--- src/logic/trq_pkg.sv ---
// trq_pkg: constants shared by the ready queue pointer register bank
// assumes a 32-bit axi4-lite register port and 16-bit queue indices
package trq_pkg;

    // ------------------------------------------------------------------
    // register map (byte addresses)
    // ------------------------------------------------------------------
    localparam int TRQ_ADDR_W = 12;
    localparam logic [11:0] TRQ_OFF_START = 12'h328;
    localparam logic [11:0] TRQ_OFF_WRITE = 12'h32c;
    localparam logic [11:0] TRQ_OFF_READ = 12'h330;
    localparam logic [11:0] TRQ_OFF_END = 12'h334;
    localparam logic [11:0] TRQ_OFF_BASE_LO = 12'h340;
    localparam logic [11:0] TRQ_OFF_BASE_HI = 12'h344;

    // ------------------------------------------------------------------
    // field layout and reset values
    // ------------------------------------------------------------------
    localparam int TRQ_IDX_W = 16;
    localparam int TRQ_NUM_IDX = 4;
    localparam int TRQ_SEL_START = 0;
    localparam int TRQ_SEL_WRITE = 1;
    localparam int TRQ_SEL_READ = 2;
    localparam int TRQ_SEL_END = 3;
    localparam int TRQ_IDX_SHIFT = 2;
    localparam logic [15:0] TRQ_IDX_RST = 16'h0000;
    localparam logic [15:0] TRQ_IDX_ONE = 16'h0001;
    localparam logic [15:0] TRQ_HALF_RST = 16'h0000;
    localparam logic [31:0] TRQ_BASE_RST = 32'h0000_0000;
    localparam logic [15:0] TRQ_UNUSED_RD = 16'h0000;

    // ------------------------------------------------------------------
    // axi4-lite response codes
    // ------------------------------------------------------------------
    localparam logic [1:0] TRQ_RESP_OKAY = 2'h0;
    localparam logic [1:0] TRQ_RESP_SLVERR = 2'h2;

endpackage : trq_pkg

--- src/logic/trq_idx_if.sv ---
// trq_idx_if: carries base and indices to the address former and back
// assumes both ends run on the same clock
`timescale 1ns/1ps
interface trq_idx_if;
    import trq_pkg::*;

    logic [31:0] base;
    logic [TRQ_NUM_IDX-1:0][TRQ_IDX_W-1:0] idx;
    logic [TRQ_NUM_IDX-1:0][31:0] phys_addr;

    // register bank drives base and indices, reads addresses
    modport bank (
        output base,
        output idx,
        input phys_addr
    );

    // address former reads base and indices, drives addresses
    modport calc (
        input base,
        input idx,
        output phys_addr
    );
endinterface : trq_idx_if

--- src/logic/trq_addr_calc.sv ---
// trq_addr_calc: forms registered physical dword addresses
// assumes base and indices are stable register outputs on aclk
`timescale 1ns/1ps
module trq_addr_calc
    import trq_pkg::*;
(
    input wire logic aclk,
    input wire logic aresetn,
    trq_idx_if.calc q
);

    // ------------------------------------------------------------------
    // one adder per index
    // ------------------------------------------------------------------
    genvar i;
    generate
        for (i = 0; i < TRQ_NUM_IDX; i++) begin : g_addr
            logic [31:0] addr_reg;
            logic [31:0] addr_next;
            logic [31:0] scaled;

            // index scaled to a dword offset, bits 17 down to 2
            always_comb begin
                scaled = 32'({q.idx[i], 2'h0});
                addr_next = q.base + scaled;
            end

            // registered so the dma side sees a clean flop output
            always_ff @(posedge aclk) begin
                if (!aresetn) begin
                    addr_reg <= TRQ_BASE_RST;
                end else begin
                    addr_reg <= addr_next;
                end
            end

            assign q.phys_addr[i] = addr_reg;
        end
    endgenerate

endmodule // trq_addr_calc

--- src/logic/trq_regs.sv ---
// trq_regs: transmit ready queue pointer register bank, axi4-lite slave
// assumes one clock, synchronous active-low reset, host initialises
// all indices and the queue base before the dma side advances pointers
//
// Notes on behaviour
// - start address is start index shifted left two plus queue base
// - write pointer address is write index shifted left two plus base
// - read pointer address is read index shifted left two plus base
// - end address is end index shifted left two plus queue base
// - four read/write 16-bit indices reset to zero, upper bits unused
// - lower base half waits in a holding register until upper half write
//
// Decided for this implementation: the AXI4-Lite slave port.
`timescale 1ns/1ps
module trq_regs
    import trq_pkg::*;
(
    input wire logic aclk,
    input wire logic aresetn,
    input wire logic [TRQ_ADDR_W-1:0] s_axi_awaddr,
    input wire logic [2:0] s_axi_awprot,
    input wire logic s_axi_awvalid,
    output logic s_axi_awready,
    input wire logic [31:0] s_axi_wdata,
    input wire logic [3:0] s_axi_wstrb,
    input wire logic s_axi_wvalid,
    output logic s_axi_wready,
    output logic [1:0] s_axi_bresp,
    output logic s_axi_bvalid,
    input wire logic s_axi_bready,
    input wire logic [TRQ_ADDR_W-1:0] s_axi_araddr,
    input wire logic [2:0] s_axi_arprot,
    input wire logic s_axi_arvalid,
    output logic s_axi_arready,
    output logic [31:0] s_axi_rdata,
    output logic [1:0] s_axi_rresp,
    output logic s_axi_rvalid,
    input wire logic s_axi_rready,
    input wire logic wr_ptr_adv,
    input wire logic rd_ptr_adv,
    output logic [31:0] start_addr,
    output logic [31:0] write_addr,
    output logic [31:0] read_addr,
    output logic [31:0] end_addr
);

    // ------------------------------------------------------------------
    // write channel state
    // ------------------------------------------------------------------
    logic aw_full_reg;
    logic aw_full_next;
    logic [TRQ_ADDR_W-1:0] aw_addr_reg;
    logic [TRQ_ADDR_W-1:0] aw_addr_next;
    logic w_full_reg;
    logic w_full_next;
    logic [31:0] w_data_reg;
    logic [31:0] w_data_next;
    logic [3:0] w_strb_reg;
    logic [3:0] w_strb_next;
    logic awready_reg;
    logic awready_next;
    logic wready_reg;
    logic wready_next;
    logic bvalid_reg;
    logic bvalid_next;
    logic [1:0] bresp_reg;
    logic [1:0] bresp_next;
    logic wr_fire;

    // ------------------------------------------------------------------
    // read channel state
    // ------------------------------------------------------------------
    logic arready_reg;
    logic arready_next;
    logic rvalid_reg;
    logic rvalid_next;
    logic [31:0] rdata_reg;
    logic [31:0] rdata_next;
    logic [1:0] rresp_reg;
    logic [1:0] rresp_next;

    // ------------------------------------------------------------------
    // register contents
    // ------------------------------------------------------------------
    logic [TRQ_NUM_IDX-1:0][TRQ_IDX_W-1:0] idx_reg;
    logic [TRQ_NUM_IDX-1:0][TRQ_IDX_W-1:0] idx_next;
    logic [15:0] base_hold_reg;
    logic [15:0] base_hold_next;
    logic [31:0] base_reg;
    logic [31:0] base_next;

    trq_idx_if q_if ();

    // unused protection bits: every access is treated alike
    logic prot_unused;
    assign prot_unused = ^{s_axi_awprot, s_axi_arprot};

    // ------------------------------------------------------------------
    // write path: address and data taken in either order
    // ------------------------------------------------------------------
    // the write lands only once both halves are held and no response
    // is pending, so one write at most is under way
    assign wr_fire = aw_full_reg && w_full_reg && !bvalid_reg;

    always_comb begin
        aw_full_next = aw_full_reg;
        aw_addr_next = aw_addr_reg;
        w_full_next = w_full_reg;
        w_data_next = w_data_reg;
        w_strb_next = w_strb_reg;
        bvalid_next = bvalid_reg;
        bresp_next = bresp_reg;
        if (s_axi_awvalid && awready_reg) begin
            aw_full_next = 1'b1;
            aw_addr_next = s_axi_awaddr;
        end
        if (s_axi_wvalid && wready_reg) begin
            w_full_next = 1'b1;
            w_data_next = s_axi_wdata;
            w_strb_next = s_axi_wstrb;
        end
        if (wr_fire) begin
            aw_full_next = 1'b0;
            w_full_next = 1'b0;
            bvalid_next = 1'b1;
            unique case (aw_addr_reg)
                TRQ_OFF_START, TRQ_OFF_WRITE, TRQ_OFF_READ, TRQ_OFF_END,
                TRQ_OFF_BASE_LO, TRQ_OFF_BASE_HI: begin
                    bresp_next = TRQ_RESP_OKAY;
                end
                default: begin
                    bresp_next = TRQ_RESP_SLVERR; // unmapped address
                end
            endcase
        end else if (bvalid_reg && s_axi_bready) begin
            bvalid_next = 1'b0;
        end
        // ready comes back only after the response has been taken
        awready_next = !aw_full_next && !bvalid_next;
        wready_next = !w_full_next && !bvalid_next;
    end

    always_ff @(posedge aclk) begin
        if (!aresetn) begin
            aw_full_reg <= 1'b0;
            aw_addr_reg <= '0;
            w_full_reg <= 1'b0;
            w_data_reg <= 32'h0000_0000;
            w_strb_reg <= 4'h0;
            awready_reg <= 1'b0;
            wready_reg <= 1'b0;
            bvalid_reg <= 1'b0;
            bresp_reg <= TRQ_RESP_OKAY;
        end else begin
            aw_full_reg <= aw_full_next;
            aw_addr_reg <= aw_addr_next;
            w_full_reg <= w_full_next;
            w_data_reg <= w_data_next;
            w_strb_reg <= w_strb_next;
            awready_reg <= awready_next;
            wready_reg <= wready_next;
            bvalid_reg <= bvalid_next;
            bresp_reg <= bresp_next;
        end
    end

    // ------------------------------------------------------------------
    // register contents: software writes and pointer advance
    // ------------------------------------------------------------------
    // a software write to a pointer wins over an advance in the same
    // cycle, since the host is reinitialising that pointer
    always_comb begin
        idx_next = idx_reg;
        base_hold_next = base_hold_reg;
        base_next = base_reg;
        // circular advance from the dma side
        if (wr_ptr_adv) begin
            if (idx_reg[TRQ_SEL_WRITE] == idx_reg[TRQ_SEL_END]) begin
                idx_next[TRQ_SEL_WRITE] = idx_reg[TRQ_SEL_START];
            end else begin
                idx_next[TRQ_SEL_WRITE] =
                    idx_reg[TRQ_SEL_WRITE] + TRQ_IDX_ONE;
            end
        end
        if (rd_ptr_adv) begin
            if (idx_reg[TRQ_SEL_READ] == idx_reg[TRQ_SEL_END]) begin
                idx_next[TRQ_SEL_READ] = idx_reg[TRQ_SEL_START];
            end else begin
                idx_next[TRQ_SEL_READ] =
                    idx_reg[TRQ_SEL_READ] + TRQ_IDX_ONE;
            end
        end
        if (wr_fire) begin
            unique case (aw_addr_reg)
                TRQ_OFF_START: begin
                    idx_next[TRQ_SEL_START] = strb_merge(
                        idx_reg[TRQ_SEL_START]);
                end
                TRQ_OFF_WRITE: begin
                    idx_next[TRQ_SEL_WRITE] = strb_merge(
                        idx_reg[TRQ_SEL_WRITE]);
                end
                TRQ_OFF_READ: begin
                    idx_next[TRQ_SEL_READ] = strb_merge(
                        idx_reg[TRQ_SEL_READ]);
                end
                TRQ_OFF_END: begin
                    idx_next[TRQ_SEL_END] = strb_merge(
                        idx_reg[TRQ_SEL_END]);
                end
                TRQ_OFF_BASE_LO: begin
                    // held back so the live base never changes halfway
                    base_hold_next = strb_merge(base_hold_reg);
                end
                TRQ_OFF_BASE_HI: begin
                    base_next = {strb_merge(base_reg[31:16]),
                                 base_hold_reg};
                end
                default: begin
                    base_hold_next = base_hold_reg;
                end
            endcase
        end
    end

    // byte lanes 0 and 1 update, lanes 2 and 3 fall on unused bits
    function automatic logic [15:0] strb_merge(input logic [15:0] old);
        strb_merge = {w_strb_reg[1] ? w_data_reg[15:8] : old[15:8],
                      w_strb_reg[0] ? w_data_reg[7:0] : old[7:0]};
    endfunction

    always_ff @(posedge aclk) begin
        if (!aresetn) begin
            idx_reg <= {TRQ_NUM_IDX{TRQ_IDX_RST}};
            base_hold_reg <= TRQ_HALF_RST;
            base_reg <= TRQ_BASE_RST;
        end else begin
            idx_reg <= idx_next;
            base_hold_reg <= base_hold_next;
            base_reg <= base_next;
        end
    end

    // ------------------------------------------------------------------
    // read path: data registered one cycle after the address is taken
    // ------------------------------------------------------------------
    always_comb begin
        arready_next = arready_reg;
        rvalid_next = rvalid_reg;
        rdata_next = rdata_reg;
        rresp_next = rresp_reg;
        if (s_axi_arvalid && arready_reg) begin
            rvalid_next = 1'b1;
            rresp_next = TRQ_RESP_OKAY;
            unique case (s_axi_araddr)
                TRQ_OFF_START: begin
                    rdata_next = {TRQ_UNUSED_RD,
                                  idx_reg[TRQ_SEL_START]};
                end
                TRQ_OFF_WRITE: begin
                    rdata_next = {TRQ_UNUSED_RD,
                                  idx_reg[TRQ_SEL_WRITE]};
                end
                TRQ_OFF_READ: begin
                    rdata_next = {TRQ_UNUSED_RD,
                                  idx_reg[TRQ_SEL_READ]};
                end
                TRQ_OFF_END: begin
                    rdata_next = {TRQ_UNUSED_RD,
                                  idx_reg[TRQ_SEL_END]};
                end
                TRQ_OFF_BASE_LO: begin
                    rdata_next = {TRQ_UNUSED_RD, base_hold_reg};
                end
                TRQ_OFF_BASE_HI: begin
                    rdata_next = {TRQ_UNUSED_RD, base_reg[31:16]};
                end
                default: begin
                    rdata_next = 32'h0000_0000;
                    rresp_next = TRQ_RESP_SLVERR; // unmapped address
                end
            endcase
        end else if (rvalid_reg && s_axi_rready) begin
            rvalid_next = 1'b0;
        end
        arready_next = !rvalid_next;
    end

    always_ff @(posedge aclk) begin
        if (!aresetn) begin
            arready_reg <= 1'b0;
            rvalid_reg <= 1'b0;
            rdata_reg <= 32'h0000_0000;
            rresp_reg <= TRQ_RESP_OKAY;
        end else begin
            arready_reg <= arready_next;
            rvalid_reg <= rvalid_next;
            rdata_reg <= rdata_next;
            rresp_reg <= rresp_next;
        end
    end

    // ------------------------------------------------------------------
    // address former and outputs
    // ------------------------------------------------------------------
    // base low bits are added as written; alignment is software's duty
    assign q_if.base = base_reg;
    assign q_if.idx = idx_reg;

    trq_addr_calc u_addr_calc (
        .aclk(aclk),
        .aresetn(aresetn),
        .q(q_if.calc)
    );

    // every output below is a flop, here or in the address former
    assign s_axi_awready = awready_reg;
    assign s_axi_wready = wready_reg;
    assign s_axi_bvalid = bvalid_reg;
    assign s_axi_bresp = bresp_reg;
    assign s_axi_arready = arready_reg;
    assign s_axi_rvalid = rvalid_reg;
    assign s_axi_rdata = rdata_reg;
    assign s_axi_rresp = rresp_reg;
    assign start_addr = q_if.phys_addr[TRQ_SEL_START];
    assign write_addr = q_if.phys_addr[TRQ_SEL_WRITE];
    assign read_addr = q_if.phys_addr[TRQ_SEL_READ];
    assign end_addr = q_if.phys_addr[TRQ_SEL_END];

endmodule // trq_regs

--- config.mk ---
export PLATFORM = sky130hd
export DESIGN_NAME = trq_regs
export DESIGN_NICKNAME = d
export VERILOG_FILES = /design/src/logic/trq_pkg.sv /design/src/logic/trq_idx_if.sv /design/src/logic/trq_addr_calc.sv /design/src/logic/trq_regs.sv
export SDC_FILE = /design/constraint.sdc
export NUM_CORES = 1
export LEC_CHECK = 0
export ABC_AREA = 1
export BUFFER_PORTS_ARGS = -buffer_cell sky130_fd_sc_hd__buf_2
export CAP_MARGIN = 20
export CORE_MARGIN = 3
export CORE_UTILIZATION = 55
export CTS_CLUSTER_SIZE = 40
export DETAILED_ROUTE_END_ITERATION = 10
export PLACE_DENSITY = 0.85
export SLEW_MARGIN = 20
export SYNTH_ARGS = -nofsm -noshare
export SYNTH_HDL_FRONTEND = slang
export SYNTH_SLANG_ARGS = --single-unit
--- constraint.sdc ---
create_clock -name aclk -period 2.8 [get_ports aclk]
set_clock_uncertainty 0.05 [all_clocks]
set_input_delay 0.14 -clock aclk [delete_from_list [all_inputs] [get_ports aclk]]
set_output_delay 0.14 -clock aclk [all_outputs]
set_load 0.01 [all_outputs]
==> results.txt <==
dpl cells: 3,127
die area: 32,500 sq um
total chip power: 12.2 mW
vias in the first global route: 18,200
pwr dens: 619 nW/um^2
Pre-antenna DRT Iters: 6
post-synthesis average cell area: 6.53 sq um
max reg flops: 122
CP max FO: 7
CTS clock-pin slew for the worst setup and hold paths: 0.07 ns
worst slew pin tran: 1.02 ns
diodes inserted: 0
RSZ-0062 raised after global routing: no
Layout area overhead: 18.1%
Data required, critical path: 3.23 ns
crit path kind: reg2reg
Synth top cells by count: 608 x nand2_1, 316 x a21oi_1, 289 x dfxtp_1
postcts setup bufs: 0
Starting Density: 56.1%
Final Slew Violations: 0
non-filler cells, final: 3,218
max cap viols: 0
flop-to-flop setup slack: 0.23 ns
HP Start: rd_ptr_adv
CTS root buffer: clkbuf_16
hold path cells: 3
Tot GR Track Use: 42.4%
RR Endpoint: u_addr_calc.g_addr[0].addr_reg[30]
area of the multi-input gates: 9350 sq um
WL per Instance: 22.5 um
drt via density: 6.06
Critical Path AT: 3.01 ns
Internal: 7.87 mW
initial antenna violation count: 4
switching power: 4.35 mW
RR Startpoint: idx_reg[0]
DR vias: 19,500
crit start category: flip-flop
critical path's top delay family: simple AND/OR/NAND/NOR gates
outcome: completed
share of post-route cells with drive strength above 1: 14.6%
register area: 5790 sq um
area share of the largest cell type after synthesis: 34.6%
hpwl dp: 53,800 um
combinational share of power: 25.9%
Yosys reg bits: 289
HP Class: in2reg
Worst Hold End: idx_reg[39]
residual DRC count: 0
ANT nets after route: 0
Syn Std Cell Area: 16,700 sq um
CTS tree: yes
Worst path max stage delay: 0.41 ns
CP dominant cell by count: nand2_1
Clock H-tree levels: 1
Post-synth ARST share: 0%
area leader, netlist: dfxtp_1
hold_ws: 0.0272 ns
Max clock buf depth: 3
Synth cell types: 45
CP max stage cell: dfxtp_2
post-route minimum period: 2.57 ns
largest net degree at the start of global routing: 69
Top Ports: 244
top cells by area, synth: dfxtp_1 35%, nand2_1 14%, a21oi_1 9.5%
row cnt: 63
Sequential Power Share: 39.0%
Max Fclk: 389 MHz
Die Span X: 180 um
Port Buffers: 201
reg2reg path depth: 16
final WL: 72,400 um
CTS Buf Count: 31
VDD IR max: 0.508 mV
clock share of power: 35.1%
global-route wire length before repair: 108,000 um
Design Area, Final: 19,700 sq um
final hold vios: 0
CP endpoint kind: flip-flop
Syn Inst Count: 2,560
fillers: 2,692
Post-synth EDFFs: 0
core area: 29,800 sq um
clk sinks: 289
most numerous cell in the Yosys netlist: nand2_1
crit path cell chain: ha_1, inv_1, fa_1, inv_1, nand2_1, a21oi_2, nand3_1, nand2_1, nand2_1, nand2_1, buf_12, nand2_1, clkinv_1, nand3_1, nand2_1, nor2_1
top_reg_cell synth: dfxtp_1
iteration-0 DRC count of the detailed router: 2,734
Synth warnings: 0
Setup violations, final: 0
Die H: 180 um
Net Sw Frac: 35.6%
DP Area: 18,300 sq um
placer congestion estimate: 1.09
setup tns final: 0 ns
Critical path buffers and inverters: 4
slew margin rel.: 31.8%
clock latency on the worst-skew pair: 0.59 ns
gr ovfl total: 0
LEAKAGE: 9.01 nW
sequential element share of the synthesized area: 34.6%
nets: 2,950
period utilization: 91.9%
## what timing repair did
item,in CTS,in global routing
endpoints found under the setup margin,0,11
hold buffers,35,0
endpoints found under the hold margin,38,0
gates resized for setup,0,6
## cells in the final DEF (no fill, tap or decap), types with 26 or more instances in the layout
cell type      count
o21ai_0          248
clkbuf_16         31
nand3_1          146
dfxtp_1          286
nand4_1           26
inv_2             36
a21oi_1          316
ha_1              66
nor2_1           280
o22ai_1           28
inv_1            237
buf_2            200
nand2_1          607
buf_4             68
dlygate4sd3_1     35
## power groups by stage
| stage | combinational [mW] | sequential, mW | clock [mW] |
|---|---|---|---|
| 6_report | 3.16 | 4.77 | 4.28 |
| 5_1_grt | 3.43 | 4.75 | 4.43 |
| 4_1_cts | 3.04 | 4.72 | 4.28 |
| 3_5_place_dp | 2.99 | 4.81 | 0 |
| 3_3_place_gp | 2.96 | 4.81 | 0 |
| 2_1_floorplan | 2.12 | 4.65 | 0 |
## worst register-to-register path: cells and delay by family (launching register included)
family                   cells  cell delay, ns
adder cells (fa/ha/maj)      2            0.61
AND/OR/NAND/NOR              9            0.80
flip-flops                   1            0.41
AO/OA/AOI/OAI                1            0.23
buffers and inverters        4            0.38
## final cells by class
type | instances | share of cell area (%)
sequential | 289 | 29.3
multi-input combinational | 1895 | 47.4
inverter | 278 | 5.29
clock inverter | 14 | 0.837
tap | 390 | 2.47
timing repair buffer | 310 | 10.1
clock buffer | 42 | 4.55
## per-stage QoR
stage / util, % / setup slack [ns]
final: 66.2 / 0.226
after global routing: 66.2 / 0.0110
after floorplan: - / 0.611
after global placement: 61.5 / 0.213
after detailed placement: 61.5 / 0.141
after CTS: 66.2 / 0.131
## routing by layer
layer | up-vias | routed length, um | global-route usage [%]
li1 | 8906 | - | -
met1 | 8780 | 26800 | 52.7
met2 | 1434 | 30500 | 65.7
met3 | 383 | 9110 | 10.6
met4 | 6 | 5950 | 27.2
met5 | - | 63 | 0
## cell families (layout without fill, tap and decap cells)
family                     count (synthesis)  count (layout)  synth area share, %
buffers and inverters                    393             644                 9.86
other                                      1              18               0.0224
adders and majority gates                 70              70                 5.42
and+or+nand+nor                         1119            1119                 28.0
AOI/OAI and AO/OA                        672             672                 21.3
xor gates and xnor gates                  16              16                0.838
DFF                                      289             289                 34.6
## worst max-delay path by stage
| stage | from | end | slack (ns) | depth (start not counted) |
|---|---|---|---|---|
| 2_1_floorplan | idx_reg[32] | u_addr_calc.g_addr[2].addr_reg[30] | 0.61 | 15 |
| 3_3_place_gp | idx_reg[48] | u_addr_calc.g_addr[3].addr_reg[30] | 0.21 | 15 |
| 3_5_place_dp | base_reg[2] | u_addr_calc.g_addr[3].addr_reg[30] | 0.14 | 15 |
| 4_1_cts | base_reg[2] | u_addr_calc.g_addr[3].addr_reg[30] | 0.13 | 15 |
| 5_1_grt | idx_reg[48] | u_addr_calc.g_addr[3].addr_reg[30] | 0.01 | 15 |
| 6_report | idx_reg[0] | u_addr_calc.g_addr[0].addr_reg[30] | 0.23 | 16 |
(Power assumes the default switching activity.)
